==> config.mk <==
export PLATFORM = sky130hd
export DESIGN_NAME = ctts_top
export DESIGN_NICKNAME = d
export VERILOG_FILES = /design/src/include/ctts_pkg.sv /design/src/rtl/ctts_seq_mem.sv /design/src/rtl/ctts_top.sv
export SDC_FILE = /design/constraint.sdc
export NUM_CORES = 1
export LEC_CHECK = 0
export ABC_AREA = 1
export BUFFER_PORTS_ARGS = -buffer_cell sky130_fd_sc_hd__buf_4
export CAP_MARGIN = 20
export CORE_ASPECT_RATIO = 0.6
export CORE_UTILIZATION = 45
export DETAILED_ROUTE_END_ITERATION = 10
export PLACE_DENSITY_LB_ADDON = 0.05
export SETUP_SLACK_MARGIN = 0.05
export SYNTH_ARGS = -nofsm -noshare
export SYNTH_HDL_FRONTEND = slang
export SYNTH_HIERARCHICAL = 1
export SYNTH_SLANG_ARGS = --single-unit
==> constraint.sdc <==
create_clock -name clk -period 5.4 [get_ports clk]
set_input_delay 0.54 -clock clk [delete_from_list [all_inputs] [get_ports clk]]
set_output_delay 0.54 -clock clk [all_outputs]
set_load 0.005 [all_outputs]
==> src/include/ctts_pkg.sv <==
`default_nettype none
package ctts_pkg;
    // bus shape
    localparam int ADDR_W = 8;
    localparam int DATA_W = 32;
    localparam int TS_W   = 32;

    // register offsets
    localparam logic [7:0] OFS_CTRL     = 8'h00;
    localparam logic [7:0] OFS_PERIOD   = 8'h04;
    localparam logic [7:0] OFS_WIDTH    = 8'h08;
    localparam logic [7:0] OFS_TIME     = 8'h0c;
    localparam logic [7:0] OFS_STATUS   = 8'h10;
    localparam logic [7:0] OFS_SEQ_IDX  = 8'h14;
    localparam logic [7:0] OFS_SEQ_DATA = 8'h18;
    localparam logic [7:0] OFS_SEQ_LAST = 8'h1c;
    localparam logic [7:0] OFS_LAST_TS  = 8'h20;

    // control field positions
    localparam int CTRL_W       = 5;
    localparam int CB_TRIG0_EN  = 0;
    localparam int CB_TRIG1_EN  = 1;
    localparam int CB_SYNC_EN   = 2;
    localparam int CB_TS_FRAME  = 3;
    localparam int CB_VCAM_SEL  = 4;

    // status field positions
    localparam int SB_BUSY      = 0;
    localparam int SB_SYNC_LVL  = 1;
    localparam int SB_PULSE     = 2;
    localparam int SB_DROP_LO   = 8;
    localparam int DROP_W       = 8;

    // reset values
    localparam logic [CTRL_W-1:0] CTRL_RST   = 5'h00;
    localparam logic [TS_W-1:0]   PERIOD_RST = 32'h0000_8235;
    localparam logic [TS_W-1:0]   WIDTH_RST  = 32'h0000_0064;
    localparam logic [TS_W-1:0]   ZERO_TS    = 32'h0000_0000;
    localparam logic [TS_W-1:0]   ONE_TS     = 32'h0000_0001;

    // timing: one timestamp unit is one microsecond
    localparam int CLK_PERIOD_NS = 100;
    localparam int US_NS         = 1000;
    localparam int TICK_CYCLES   = US_NS / CLK_PERIOD_NS;
    localparam int TICK_W        = 4;
    localparam logic [TICK_W-1:0] TICK_LAST = TICK_W'(TICK_CYCLES - 1);

    // stored virtual sequence
    localparam int SEQ_AW = 4;
    localparam int SEQ_DW = 32;

    typedef enum logic [0:0] {
        PS_IDLE = 1'b0,
        PS_BUSY = 1'b1
    } ctts_proc_e;
endpackage
`default_nettype wire

==> src/rtl/ctts_seq_mem.sv <==
`timescale 1ns/100ps
`default_nettype none
module ctts_seq_mem
    import ctts_pkg::*;
(
    // clock and reset
    input  wire logic              clk,
    input  wire logic              reset_n,
    // write port
    input  wire logic              wr_en,
    input  wire logic [SEQ_AW-1:0] wr_addr,
    input  wire logic [SEQ_DW-1:0] wr_data,
    // read port, data one cycle later
    input  wire logic [SEQ_AW-1:0] rd_addr,
    output var  logic [SEQ_DW-1:0] rd_data_ff
);
    logic [SEQ_DW-1:0] mem [0:(1<<SEQ_AW)-1];

    always_ff @(posedge clk) begin
        if (wr_en) begin
            mem[wr_addr] <= wr_data;
        end
    end

    always_ff @(posedge clk) begin
        if (!reset_n) begin
            rd_data_ff <= '0;
        end else begin
            rd_data_ff <= mem[rd_addr];
        end
    end
endmodule // ctts_seq_mem
`default_nettype wire

==> src/rtl/ctts_top.sv <==
// The register addresses and the address-and-strobe port were decided locally.
`timescale 1ns/100ps
`default_nettype none
module ctts_top
    import ctts_pkg::*;
(
    // clock and reset
    input  wire logic              clk,
    input  wire logic              reset_n,
    // register port
    input  wire logic [ADDR_W-1:0] reg_addr,
    input  wire logic [DATA_W-1:0] reg_wdata,
    input  wire logic              reg_wr,
    input  wire logic              reg_rd,
    output var  logic [DATA_W-1:0] reg_rdata_ff,
    // trigger pins
    output var  logic              trig0_ff,
    output var  logic              trig1_out_ff,
    output var  logic              trig1_oe_ff,
    input  wire logic              trig1_in,
    // camera and processing handshake
    input  wire logic              cam_frame_valid,
    input  wire logic              proc_done,
    // virtual camera frame request
    output var  logic              vcam_frame_valid_ff,
    output var  logic [SEQ_DW-1:0] vcam_frame_addr,
    // result stream
    output var  logic              result_valid_ff,
    output var  logic [TS_W-1:0]   result_ts_ff,
    output var  logic [TS_W-1:0]   result_seq_ff,
    output var  logic              result_left_valid_ff,
    // indicators
    output var  logic              busy_led_ff,
    output var  logic              power_led_ff
);
    ////////////////////////////////////////////////////////////////////////
    function automatic logic hit(input logic [ADDR_W-1:0] a,
                                 input logic [ADDR_W-1:0] ofs);
        hit = (a == ofs);
    endfunction

    logic [CTRL_W-1:0] ctrl_ff;
    logic [TS_W-1:0]   period_ff;
    logic [TS_W-1:0]   width_ff;
    logic [SEQ_AW-1:0] seq_widx_ff;
    logic [SEQ_AW-1:0] seq_last_ff;
    logic [TICK_W-1:0] tick_cnt_ff;
    logic [TS_W-1:0]   ts_ff;
    logic [TS_W-1:0]   period_cnt_ff;
    logic [TS_W-1:0]   width_cnt_ff;
    logic              pulse_on_ff;
    logic              sync_meta_ff;
    logic              sync_lvl_ff;
    logic              sync_prev_ff;
    logic [TS_W-1:0]   pend_ts_ff;
    logic [TS_W-1:0]   work_ts_ff;
    ctts_proc_e        state_ff;
    ctts_proc_e        nxt_state;
    logic [DROP_W-1:0] drop_ff;
    logic [SEQ_AW-1:0] vcam_idx_ff;
    logic              vcam_rd_ff;
    logic              us_tick;
    logic              trig_start;
    logic              sync_rise;
    logic              sync_en;
    logic              frame_evt;
    logic              seq_wr;
    logic [DATA_W-1:0] nxt_rdata;

    assign sync_en = ctrl_ff[CB_SYNC_EN];
    assign seq_wr  = reg_wr && hit(reg_addr, OFS_SEQ_DATA);

    ////////////////////////////////////////////////////////////////////////
    // registers written by software
    always_ff @(posedge clk) begin
        if (!reset_n) begin
            ctrl_ff     <= CTRL_RST;
            period_ff   <= PERIOD_RST;
            width_ff    <= WIDTH_RST;
            seq_widx_ff <= '0;
            seq_last_ff <= '0;
        end else if (reg_wr) begin
            if (hit(reg_addr, OFS_CTRL)) begin
                ctrl_ff <= reg_wdata[CTRL_W-1:0];
            end
            if (hit(reg_addr, OFS_PERIOD)) begin
                period_ff <= reg_wdata;
            end
            if (hit(reg_addr, OFS_WIDTH)) begin
                width_ff <= reg_wdata;
            end
            if (hit(reg_addr, OFS_SEQ_IDX)) begin
                seq_widx_ff <= reg_wdata[SEQ_AW-1:0];
            end
            if (hit(reg_addr, OFS_SEQ_LAST)) begin
                seq_last_ff <= reg_wdata[SEQ_AW-1:0];
            end
        end
    end

    // read data stands in the cycle after the strobe only
    always_comb begin
        nxt_rdata = '0;
        case (reg_addr)
            OFS_CTRL:     nxt_rdata = {{(DATA_W-CTRL_W){1'b0}}, ctrl_ff};
            OFS_PERIOD:   nxt_rdata = period_ff;
            OFS_WIDTH:    nxt_rdata = width_ff;
            OFS_TIME:     nxt_rdata = ts_ff;
            OFS_STATUS: begin
                nxt_rdata[SB_BUSY]     = (state_ff == PS_BUSY);
                nxt_rdata[SB_SYNC_LVL] = sync_lvl_ff;
                nxt_rdata[SB_PULSE]    = pulse_on_ff;
                nxt_rdata[SB_DROP_LO +: DROP_W] = drop_ff;
            end
            OFS_SEQ_IDX:  nxt_rdata = {{(DATA_W-SEQ_AW){1'b0}}, seq_widx_ff};
            OFS_SEQ_LAST: nxt_rdata = {{(DATA_W-SEQ_AW){1'b0}}, seq_last_ff};
            OFS_LAST_TS:  nxt_rdata = result_ts_ff;
            default:      nxt_rdata = '0;
        endcase
    end

    always_ff @(posedge clk) begin
        if (!reset_n) begin
            reg_rdata_ff <= '0;
        end else begin
            reg_rdata_ff <= reg_rd ? nxt_rdata : '0;
        end
    end

    ////////////////////////////////////////////////////////////////////////
    // microsecond tick and timestamp clock
    assign us_tick = (tick_cnt_ff == TICK_LAST);

    always_ff @(posedge clk) begin
        if (!reset_n || sync_rise) begin
            tick_cnt_ff <= '0;
        end else if (us_tick) begin
            tick_cnt_ff <= '0;
        end else begin
            tick_cnt_ff <= tick_cnt_ff + TICK_W'(1);
        end
    end

    always_ff @(posedge clk) begin
        if (!reset_n) begin
            ts_ff <= ZERO_TS;
        end else if (sync_rise) begin
            ts_ff <= ZERO_TS;
        end else if (us_tick) begin
            ts_ff <= ts_ff + ONE_TS;
        end
    end

    ////////////////////////////////////////////////////////////////////////
    // sync input: two flops, then edge detect on the second
    always_ff @(posedge clk) begin
        if (!reset_n) begin
            sync_meta_ff <= 1'b0;
            sync_lvl_ff  <= 1'b0;
            sync_prev_ff <= 1'b0;
        end else begin
            sync_meta_ff <= trig1_in;
            sync_lvl_ff  <= sync_meta_ff;
            sync_prev_ff <= sync_lvl_ff;
        end
    end

    assign sync_rise = sync_en && sync_lvl_ff && !sync_prev_ff;

    ////////////////////////////////////////////////////////////////////////
    // trigger period and pulse width, both in microseconds
    assign trig_start = us_tick && (period_ff != ZERO_TS) &&
                        (period_cnt_ff == ZERO_TS);

    // a new period restarts the count instead of waiting out the old one
    always_ff @(posedge clk) begin
        if (!reset_n) begin
            period_cnt_ff <= ZERO_TS;
        end else if (reg_wr && hit(reg_addr, OFS_PERIOD)) begin
            period_cnt_ff <= ZERO_TS;
        end else if (us_tick) begin
            if (period_cnt_ff == ZERO_TS) begin
                period_cnt_ff <= (period_ff == ZERO_TS) ? ZERO_TS
                                                        : period_ff - ONE_TS;
            end else begin
                period_cnt_ff <= period_cnt_ff - ONE_TS;
            end
        end
    end

    always_ff @(posedge clk) begin
        if (!reset_n) begin
            pulse_on_ff  <= 1'b0;
            width_cnt_ff <= ZERO_TS;
        end else if (trig_start) begin
            pulse_on_ff  <= (width_ff != ZERO_TS);
            width_cnt_ff <= width_ff;
        end else if (us_tick && pulse_on_ff) begin
            pulse_on_ff  <= (width_cnt_ff != ONE_TS);
            width_cnt_ff <= width_cnt_ff - ONE_TS;
        end
    end

    // one shared pulse keeps both outputs edge aligned
    always_ff @(posedge clk) begin
        if (!reset_n) begin
            trig0_ff     <= 1'b0;
            trig1_out_ff <= 1'b0;
            trig1_oe_ff  <= 1'b1;
        end else begin
            trig0_ff     <= pulse_on_ff && ctrl_ff[CB_TRIG0_EN];
            trig1_out_ff <= pulse_on_ff && ctrl_ff[CB_TRIG1_EN] && !sync_en;
            trig1_oe_ff  <= !sync_en;
        end
    end

    ////////////////////////////////////////////////////////////////////////
    // virtual camera replay
    always_ff @(posedge clk) begin
        if (!reset_n) begin
            vcam_idx_ff <= '0;
            vcam_rd_ff  <= 1'b0;
        end else begin
            vcam_rd_ff <= trig_start && ctrl_ff[CB_VCAM_SEL];
            // step after the read so replay opens with the first entry
            if (!ctrl_ff[CB_VCAM_SEL]) begin
                vcam_idx_ff <= '0;
            end else if (vcam_rd_ff) begin
                vcam_idx_ff <= (vcam_idx_ff >= seq_last_ff) ? '0
                             : vcam_idx_ff + SEQ_AW'(1);
            end
        end
    end

    always_ff @(posedge clk) begin
        if (!reset_n) begin
            vcam_frame_valid_ff <= 1'b0;
        end else begin
            vcam_frame_valid_ff <= vcam_rd_ff;
        end
    end

    ctts_seq_mem u_seq_mem (
        .clk        (clk),
        .reset_n    (reset_n),
        .wr_en      (seq_wr),
        .wr_addr    (seq_widx_ff),
        .wr_data    (reg_wdata),
        .rd_addr    (vcam_idx_ff),
        .rd_data_ff (vcam_frame_addr)
    );

    assign frame_evt = ctrl_ff[CB_VCAM_SEL] ? vcam_frame_valid_ff : cam_frame_valid;

    ////////////////////////////////////////////////////////////////////////
    // timestamp capture source
    always_ff @(posedge clk) begin
        if (!reset_n) begin
            pend_ts_ff <= ZERO_TS;
        end else if (trig_start) begin
            pend_ts_ff <= ts_ff;
        end
    end

    ////////////////////////////////////////////////////////////////////////
    // processing state
    always_comb begin
        nxt_state = state_ff;
        case (state_ff)
            PS_IDLE: if (frame_evt) nxt_state = PS_BUSY;
            PS_BUSY: if (proc_done) nxt_state = PS_IDLE;
            default: nxt_state = PS_IDLE;
        endcase
    end

    always_ff @(posedge clk) begin
        if (!reset_n) begin
            state_ff    <= PS_IDLE;
            busy_led_ff <= 1'b0;
        end else begin
            state_ff    <= nxt_state;
            busy_led_ff <= (nxt_state == PS_BUSY);
        end
    end

    always_ff @(posedge clk) begin
        if (!reset_n) begin
            work_ts_ff <= ZERO_TS;
        end else if (state_ff == PS_IDLE && frame_evt) begin
            work_ts_ff <= ctrl_ff[CB_TS_FRAME] ? ts_ff : pend_ts_ff;
        end
    end

    // frames arriving while busy are dropped; those outside the proc_done cycle are counted
    always_ff @(posedge clk) begin
        if (!reset_n) begin
            drop_ff <= '0;
        end else if (state_ff == PS_BUSY && frame_evt && !proc_done &&
                     drop_ff != '1) begin
            drop_ff <= drop_ff + DROP_W'(1);
        end
    end

    ////////////////////////////////////////////////////////////////////////
    // result stream
    always_ff @(posedge clk) begin
        if (!reset_n) begin
            result_valid_ff      <= 1'b0;
            result_left_valid_ff <= 1'b0;
            result_ts_ff         <= ZERO_TS;
            result_seq_ff        <= ZERO_TS;
        end else begin
            result_valid_ff      <= (state_ff == PS_BUSY) && proc_done;
            result_left_valid_ff <= (state_ff == PS_BUSY) && proc_done;
            if (state_ff == PS_BUSY && proc_done) begin
                result_ts_ff  <= work_ts_ff;
                result_seq_ff <= result_seq_ff + ONE_TS;
            end
        end
    end

    always_ff @(posedge clk) begin
        if (!reset_n) begin
            power_led_ff <= 1'b0;
        end else begin
            power_led_ff <= 1'b1;
        end
    end
endmodule // ctts_top
`default_nettype wire

# Word level (Yosys, flattened, before mapping)
# Memory sizes are Yosys's and may differ from the RTL's. A register that Yosys moved wholly into a read port is not among the register bits.
# Cells that the tools add are included.
classes:
  n_addsub: 8
  n_eq_ne: 11
  n_lt_le_gt_ge: 1
  n_bitwise: 2
  mux: 19
  reduce_logical: 38
ops:
  columns: ["operator", "count"]
  rows:
  - ["32-bit 2-to-1 mux", 5]
  - ["32-bit by 1-bit subtractor with 32-bit output, second input constant", 3]
  - ["32-bit by 1-bit adder with 32-bit output, second input constant", 2]
  - ["32-bit zero test", 2]
  - ["16-bit one-hot mux with 4 select lines", 1]
  - ["32-bit nonzero test", 2]
  - ["8-bit one-hot mux with 5 select lines", 1]
  - ["5-bit one-hot mux with 7 select lines", 1]
  - ["8-bit by 5-bit equality test with 1-bit output, second input constant", 4]
  - ["32-bit by 1-bit inequality test with 1-bit output, second input constant", 1]
  - ["3-bit one-hot mux with 8 select lines", 1]
  - ["8-bit by 4-bit equality test with 1-bit output, second input constant", 2]
  - ["1-bit logical AND", 16]
  - ["2-bit AND reduction", 7]
  - ["4-bit by 1-bit adder with 4-bit output, second input constant", 2]
  - ["8-bit by 1-bit adder with 8-bit output, second input constant", 1]
  - ["8-bit by 3-bit equality test with 1-bit output, second input constant", 1]
  - ["8-bit by 6-bit equality test with 1-bit output, second input constant", 1]
  - ["8-bit zero test", 1]
  - ["1-bit 2-to-1 mux", 8]
  - ["8-bit inequality test, second input constant", 1]
  - ["2-bit OR reduction", 3]
  - ["1-bit zero test", 5]
  - ["4-bit equality test, second input constant", 1]
  - ["other kinds (6)", 7]
word_totals:
  reg_bits: 361
  memories: 1
  in_bits: 47
  out_inout_bits: 136
  mem_bits_rw: 512
mem_list:
  columns: ["name", "words", "width", "rd", "rd_ports_with_merged_regs", "wr", "line", "rtl"]
  rows:
  - ["u_seq_mem.mem", 16, 32, 1, 1, 1, "ctts_seq_mem.sv:17", "logic [SEQ_DW-1:0] mem [0:(1<<SEQ_AW)-1];"]

# Logic depth before layout (Yosys ltp)
# Gate-level depths: netlist of the first run.
logic_depth:
  depth_word: 4
  mapped_depth: 14

# By module
# The synthesis of the first run kept the hierarchy.
by_module_without_submodules:
  columns: ["mod", "n_inst", "cells_each", "seq_area_each_um2", "area_per_inst_um2"]
  rows:
  - ["ctts_seq_mem", 1, 2060, 16015.4, 22454.0]
  - ["ctts_top", 1, 2832, 7226.9, 18547.8]

# Worst setup path after synthesis of the first run
# No wires, ideal clock.
synth_timing:
  path_kind: "input -> register"
  from: "in reg_addr[0]"
  to: "mem u_seq_mem.mem[12][0], enable pin"
  stages: 7
  path_slack_ns: 2.357
  path_buffers: 0
  arrival_time_ns: 2.622
  path_cell_list: "inv_1 -> nand2_1 -> nor3_1 -> nand2_1 -> nor2_1 -> nand3_1 -> nor2_1"
synth_via:
  elab_chain_cells: 4
synth_lines:
  columns: ["item", "line", "rtl"]
  rows:
  - ["from (decl)", "ctts_top.sv:11", "input wire logic [ADDR_W-1:0] reg_addr,"]
  - ["8-bit by 5-bit equality test with 1-bit output", "ctts_top.sv:39", "hit = (a == ofs);"]
  - ["1-bit logical AND", "ctts_top.sv:71", "assign seq_wr = reg_wr && hit(reg_addr, OFS_SEQ_DATA);"]
  - ["net seq_wr", "ctts_top.sv:67", "logic seq_wr;"]
  - ["1-bit 2-to-1 mux", "ctts_seq_mem.sv:20", "if (wr_en) begin"]
  - ["1-bit 2-to-1 mux (not written as such)", "ctts_seq_mem.sv:21", "mem[wr_addr] <= wr_data;"]
  - ["to (decl)", "ctts_seq_mem.sv:17", null]
# The timed path passes the listed nets, and every way through them passes these cells.

# Worst setup path after layout of the first run
layout_timing:
  from: "reg period_ff[0]"
  to: "reg width_cnt_ff[24]"
layout_via:
  elab_chain_cells: 4
  word_cells_on_any_way: 5
layout_lines:
  columns: ["item", "line", "rtl"]
  rows:
  - ["from (decl)", "ctts_top.sv:43", "logic [TS_W-1:0] period_ff;"]
  - ["from (signal assigned)", "ctts_top.sv:87", "period_ff <= reg_wdata;"]
  - ["32-bit nonzero test *", "ctts_top.sv:172", "assign trig_start = us_tick && (period_ff != ZERO_TS) &&"]
  - ["1-bit logical AND * (2 in series)", "ctts_top.sv:172", null]
  - ["32-bit 2-to-1 mux or 2-bit nonzero test (tied branches)", null, null]
  - ["to (signal assigned)", "ctts_top.sv:197", "width_cnt_ff <= width_ff;"]
  - ["to (signal assigned)", "ctts_top.sv:200", "width_cnt_ff <= width_cnt_ff - ONE_TS;"]
  - ["to (decl)", "ctts_top.sv:50", "logic [TS_W-1:0] width_cnt_ff;"]
# Mark *: on every way between the ends. The rest lies on a longest branch, timed or not.
# A chain may end at the register's enable or synchronous reset.

==> impl_results.md, run 1 <==
- Status: finished clean
- Primary FF master, synth: edfxtp_1
- H-tree depth: 3
- Mapped Avg Cell Area: between 8 and 9 um2
- Most frequent cells in the layout: nand2_1, inv_1, edfxtp_1
- Post-route ant nets: 0
- Leak: roughly 19 nW
- Crit path capture type: flop
- Delay-heaviest family, CP: buffers and inverters
- Synth top area cells: edfxtp_1, dfxtp_1, nand2_1
- Synthesized flop and latch total: approximately 900
- Hold Crit Class: in2reg
- Slowest CP cell: buf_4
- Setup TNS: 0 ps
- Die height: about 240 um
- Syn Inst Count: between 4000 and 5000
- Final worst path period need: roughly 3300 ps
- Dpl cell area: between 40000 and 50000 um2
- DR WL/cell: roughly 22 um
- Crit path kind: reg2reg
- Share of layout cells above drive strength 1: between 8 and 9%
- Total power: between 10 and 15 mW
- Number of synthesized flops with an enable pin: between 500 and 600
- Yosys warns: 6
- Initial Util: a little under half
- Sequential share of the synthesized area: roughly 57%
- Clock Pin Slew Worst Setup and Hold Paths: approximately 60 ps
- CTS root buffer: clkbuf_16
- I/O Buffers: roughly 180
- Crit start category: flop
- Buf+Inv Stages, Crit Path: 5
- Period utilisation layout: around 61%
- Pwr Density: slightly above 300 nW/um2
- Yosys top cell area share: between 30% and 40%
- Hold Vio Cnt, Final: 0
- Overflow left after global routing: 0
- Post-synthesis mux area share: less than 1%
- RSZ-0062 raised after global routing: false
- Clk Latency, worst-skew pair: roughly 700 ps
- DR vias: ~34000
- Setup slack, reg-to-reg: between 2000 and 2500 ps
- Yosys cell types: 48
- Leading area contributor after synthesis: edfxtp_1
- Resized Gates After CTS: 0
- Worst path max stage delay: 670 ps
- Detailed Route WL: approximately 140 mm
- Synth Area in XOR/XNOR: between 1 and 1.5%
- # DRC: 0
- Clock Skews: between 20 and 25 ps
- Final setup viols: 0
- Number of placement rows: 85
- Synth Area in Simple Gates: between 20 and 30%
- Peak supply drop: roughly 0.00024 V
- GP Congestion: slightly below 1
- Clock Sinks: roughly 900
- Initial antenna violation count: 5
- Flop pwr share: 51.3%
- Drt first pass iters: 6
- HPWL after DPL: approximately 94 mm
- Synth Net Count: between 4000 and 5000
- Combinational power share: under 10%
- Die width: 392 um
- Fmax: ~0.30 GHz
- Post-synth ARST share: 0%
- Clk buf depth: 3
- Hold Buf Count CTS: 1
- Post-CTS setup buffers: 0
- CP cell instances: inv_1 > ha_1 > nand2_1 > inv_1 > nand2_1 > nor2_1 > nand2_2 > buf_4 > nand3_4 > buf_4 > nand2_4 > inv_4 > nor2_1 > nor2_1
- Vias in the first global route: ~30000
- Compound-cell area share of the yosys netlist: 8.11%
- Final Slew Violations: 0
- Clock share of power: between 40 and 50%
- Worst Max-Slew Pin Slew: 1120 ps
- Switching Fraction: 22.6%
- Synth Area in Adders: less than 1%
- Mapped Area: 41000 um2
- Largest family of logic cells by synthesized area: simple AND/OR/NAND/NOR gates
- Nets: between 5000 and 6000
- Die ar.: 92400 um2
- First-pass GRT wire length: approximately 210 mm
- Core Region: between 80000 and 90000 um2
- Design area: about 46000 um2
- CTS tree: built
- Max Cap Violations: 0
- Commonest non-fill, non-tap cell in the layout: nand2_1
- IO Pins: 183
- Largest net degree at the start of global routing: between 100 and 150
- GRT Overall Usage: ~30%
- Sw power: about 3.2 mW
- CP Max Fanout: 63
- Num CTS Buffers: 90
- Relative slew slack: between 20% and 30%
- Drt initial violations: 4057
- Critical path required time: about 6000 ps
- Crit path DAT: slightly below 4000 ps
- Via density: about 5.5
- Int Pwr: 11.1 mW
- P&R area growth vs syn: 13.2%
- Critical path's most frequent cell: nor2_1
synth_stat cells (all sizes together) (4+ instances only):
| library cell | instances |
|---|---|
| nand2 | 1394 |
| inv | 586 |
| edfxtp | 512 |
| nand3 | 483 |
| nor2 | 410 |
| dfxtp | 393 |
| a21oi | 299 |
| o21ai | 242 |
| buf | 127 |
| clkbuf | 108 |
| nand4 | 90 |
| nor3 | 49 |
| o22ai | 46 |
| xor2 | 42 |
| a31oi | 36 |
| ha | 15 |
| nand3b | 14 |
| xnor2 | 13 |
| o211ai | 8 |
| nor4 | 6 |
| or2 | 4 |
sequential cells by signal, indices dropped and copies added (netlist names), 5 cells and up:
signal	cells
u_seq_mem/mem	512
pend_ts_ff	32
period_cnt_ff	32
period_ff	32
reg_rdata_ff	32
result_seq_ff	32
result_ts_ff	32
ts_ff	32
u_seq_mem/rd_data_ff	32
width_cnt_ff	32
width_ff	32
work_ts_ff	32
drop_ff	8
ctrl_ff	5
per-layer routing:
metal	vias up	share of wire (%)	track usage (%)
li1	16200	-	-
met1	16300	51	51.8
met2	1555	37	36.7
met3	184	9.5	5.09
met4	6	2.1	6.62
met5	-	0.022	0
worst paths after layout:
check	start	depth (start not counted)	endpoint
hold / removal	proc_done	3	state_ff
setup / recovery	period_ff[0]	14	width_cnt_ff[24]
setup reg to reg	period_ff[0]	14	width_cnt_ff[24]
hold reg to reg	pend_ts_ff[14]	2	pend_ts_ff[14]
through the flow:
step           setup slack, ps  instances  util, %  hold WS, ps
6_report                  2080       6275     51.6          153
3_5_place_dp              1950       6095     48.0          431
4_1_cts                   2170       6265     51.4          107
3_3_place_gp              1920       6091     47.9          434
5_1_grt                   1890       6274     51.6          136
2_1_floorplan             2360       4892        -          381
power by group through the flow:
stage	Clock, mW	Combinational, mW	Sequential [mW]
floorplan	0	0.181	7.49
finish	6.53	0.445	7.34
detailed placement	0	0.440	7.49
global placement	0	0.440	7.49
global route	6.92	0.477	7.34
CTS	6.62	0.441	7.34
layout make-up:
| type | instances | area, um2 |
|---|---|---|
| timing repair buffer | 230 | 1940 |
| inverter | 588 | 2220 |
| fill | 8642 | 43600 |
| antenna | 1 | 2.50 |
| sequential | 905 | 23300 |
| multi-input combinational | 3164 | 14400 |
| tap | 1218 | 1520 |
| clock buffer | 108 | 2370 |
| clock inverter | 61 | 656 |
worst min-delay path: stages:
cell,delay (ps)
buf_4,90
or2_2,110
a21oi_1,60
cell families (layout without fill, tap and decap cells):
kind of cell | count (synthesis) | count (layout)
fa+ha+maj | 15 | 15
other cells | 0 | 1
simple gates | 2456 | 2456
compound gates | 637 | 637
flops | 905 | 905
buf+inv | 823 | 987
mux | 1 | 1
xor+xnor | 55 | 55
(Power assumes the default switching activity.)
==> inputs of run 2 (changes only) <==
==> constraint.sdc (replaced) <==
create_clock -name clk -period 3.5 [get_ports clk]
set_input_delay 0.35 -clock clk [delete_from_list [all_inputs] [get_ports clk]]
set_output_delay 0.35 -clock clk [all_outputs]
set_load 0.005 [all_outputs]
==> run 2 against run 1 <==
Against the previous run:
- sequential share of layout area down 0.33 points
- clock skew up 27 ps
- design area is 0.66% higher
- worst hold slack worse by 110 ps
- clock power up 55%
- flip-flop and latch count unchanged
- wire length decreased by 0.56%
- sequential power grew 54%
- critical path depth fell by 5
- maximum frequency grew 11%
==> impl_results.md, run 2 (same netlist as run 1, synthesis figures left out) <==
- Status: finished clean
- H-tree depth: 3 (unchanged)
- Initial Util: 45.6% (unchanged)
- Int Pwr: 17.2 mW (+56%)
- Final Slew Violations: 0 (unchanged)
- Combinational power share: 3.1% (about the same)
- Leak: 19.0 nW (+1.1%)
- Setup slack, reg-to-reg: 500 ps (-1580 ps)
- R2r worst-path depth: 9 (-5)
- Number of placement rows: 85 (unchanged)
- Max FFs per register: 512 (unchanged)
- Final hold slack: 42.8 ps (-110 ps)
- Drt initial violations: 4070 (+0.32%)
- Clock Pin Slew Worst Setup and Hold Paths: 60 ps (about the same)
- Clock Skews: 50.7 ps (+27.5 ps)
- CTS tree: built
- CTS root buffer: clkbuf_16
- Flop pwr share: 51.2% (about the same)
- IO Pins: 183 (unchanged)
- Clock share of power: 45.7% (about the same)
- Clk Latency, worst-skew pair: 700 ps (about the same)
- Num CTS Buffers: 88 (-2.2%)
- Switching Fraction: 22.1% (-0.54 points)
- Max Cap Violations: 0 (unchanged)
- Detailed Route WL: 138 mm (-0.56%)
- Period utilisation layout: 85.7% (+24 points)
- Crit path capture type: flop
- Resized Gates After CTS: 0 (unchanged)
- CP cell instances: inv_1 > ha_1 > nand2_1 > nor2_1 > nand4_2 > nand2_1 > nand2_1 > nor2_1 > nor2_1
- Overflow left after global routing: 0 (unchanged)
- Die ar.: 92400 um2 (unchanged)
- Fin cells: 6305 (+0.48%)
- # DRC: 0 (unchanged)
- Crit path kind: reg2reg
- GP Congestion: 0.989 (+1.9%)
- Top reg by flops: u_seq_mem/mem
- I/O Buffers: 182 (unchanged)
- Peak supply drop: 0.000349 V (+44%)
- Drt first pass iters: 5 (-1)
- Largest net degree at the start of global routing: 134 (-4.3%)
- End point of the critical path: width_cnt_ff[31]
- Worst path max stage delay: 540 ps (-130 ps)
- Nets: 5079 (+0.75%)
- Post-route ant nets: 0 (unchanged)
- Slowest CP cell: nor2_1
- Share of layout cells above drive strength 1: 9.09% (+0.62 points)
- Vias in the first global route: 30300 (+0.33%)
- HPWL after DPL: 93.7 mm (-0.19%)
- DR WL/cell: 21.9 um (-1.0%)
- RSZ-0062 raised after global routing: false
- Hold Crit Class: in2reg
- DR vias: 34000 (-1.0%)
- Pwr Density: 473 nW/um2 (+54%)
- Final setup viols: 0 (unchanged)
- Commonest non-fill, non-tap cell in the layout: nand2_1
- Clock Sinks: 905 (unchanged)
- Most frequent cells in the layout: nand2_1, inv_1, edfxtp_1
- FF-to-FF Start: period_ff[0]
- Critical path required time: 4050 ps (-1970 ps)
- Post-CTS setup buffers: 0 (unchanged)
- Worst Max-Slew Pin Slew: 929 ps (-192 ps)
- Initial antenna violation count: 10 (+5)
- CP Max Fanout: 17 (-73%)
- Hold depth: 1 (-2)
- Die height: 236 um (unchanged)
- GRT Overall Usage: 29.7% (-0.11 points)
- Sw power: 4.89 mW (+51%)
- Die width: 392 um (unchanged)
- Clk buf depth: 3 (unchanged)
- First-pass GRT wire length: 203 mm (-0.89%)
- Crit path DAT: 3550 ps (-390 ps)
- Setup TNS: 0 ps (unchanged)
- Hold Vio Cnt, Final: 0 (unchanged)
- Fmax: 0.334 GHz (+11%)
- P&R area growth vs syn: 14.0%
- Placed insts: 6141 (+0.75%)
- Via density: 5.39 (-1.5%)
- Crit start category: flop
- Final worst path period need: 3000 ps (-320 ps)
- Crit Reg-Reg Endpoint: width_cnt_ff[31]
- Core Region: 90000 um2 (unchanged)
- CP startpoint: period_ff[0]
- Relative slew slack: 38.0% (+13 points)
## run 2: cell count changes in the layout (fill, tap and decap cells not counted), moves of 2 or more
cell,change
buf_12,+2
buf_4,+36
clkbuf_16,-3
clkbuf_8,+11
clkinv_1,-7
clkinv_2,-4
clkinv_4,-2
clkinv_8,-2
clkinvlp_4,-4
dlygate4sd3_1,+3
inv_16,+3
## run 2: final cells by class
class                      instances  area [um2]
timing repair buffer             270        2250
multi-input combinational       3164       14400
sequential                       905       23300
fill                            8605       43300
clock buffer                     115        2440
clock inverter                    43         574
antenna                            2        5.00
tap                             1218        1520
inverter                         588        2220
## run 2: power by group through the flow
stage | registers (mW) | logic [mW] | clock network [mW]
after CTS | 11.3 | 0.675 | 10.3
after global routing | 11.3 | 0.737 | 10.7
after detailed placement | 11.6 | 0.669 | 0
after floorplan | 11.5 | 0.280 | 0
final | 11.3 | 0.682 | 10.1
after global placement | 11.6 | 0.669 | 0
## run 2: how the worst min path moves through the flow
| stage | from | end | slack [ps] |
|---|---|---|---|
| after floorplan | reset_n | power_led_ff | 380 |
| after CTS | reg_wdata[3] | u_seq_mem/mem[12][3] | 0.4 |
| after detailed placement | sync_lvl_ff | sync_prev_ff | 420 |
| after global routing | reg_wdata[16] | u_seq_mem/mem[1][16] | 10 |
| final | reg_wdata[6] | u_seq_mem/mem[6][6] | 40 |
| after global placement | sync_lvl_ff | sync_prev_ff | 410 |
## run 2: metal layers
| layer | track usage (%) | part of all wire [%] | vias up |
|---|---|---|---|
| met5 | 0 | 0.048 | - |
| met4 | 7.04 | 2.1 | 10 |
| met3 | 9.69 | 12 | 181 |
| met2 | 36.1 | 36 | 1462 |
| met1 | 48.8 | 50 | 16000 |
| li1 | - | - | 16300 |
## run 2: critical path, delay by kind of cell, from the launching register on
kind | cells | cell delay, ps
flip-flops | 1 | 300
adder cells (fa/ha/maj) | 1 | 240
AND/OR/NAND/NOR | 7 | 2120
buffers and inverters | 1 | 180
## run 2: metrics by stage
step,utilization [%],total power [mW],setup slack (ps),instance area [um2]
2_1_floorplan,-,11.8,647,41000
3_3_place_gp,48.5,12.2,668,43700
3_5_place_dp,48.5,12.2,643,43700
4_1_cts,51.9,22.3,595,46700
5_1_grt,51.9,22.8,308,46700
6_report,51.9,22.1,502,46700
## run 2: what timing repair did
action                                  4_1_cts  5_1_grt
hold buffers                                  4        0
endpoints found under the setup margin        0        0
hold endpoints to repair                      8        0
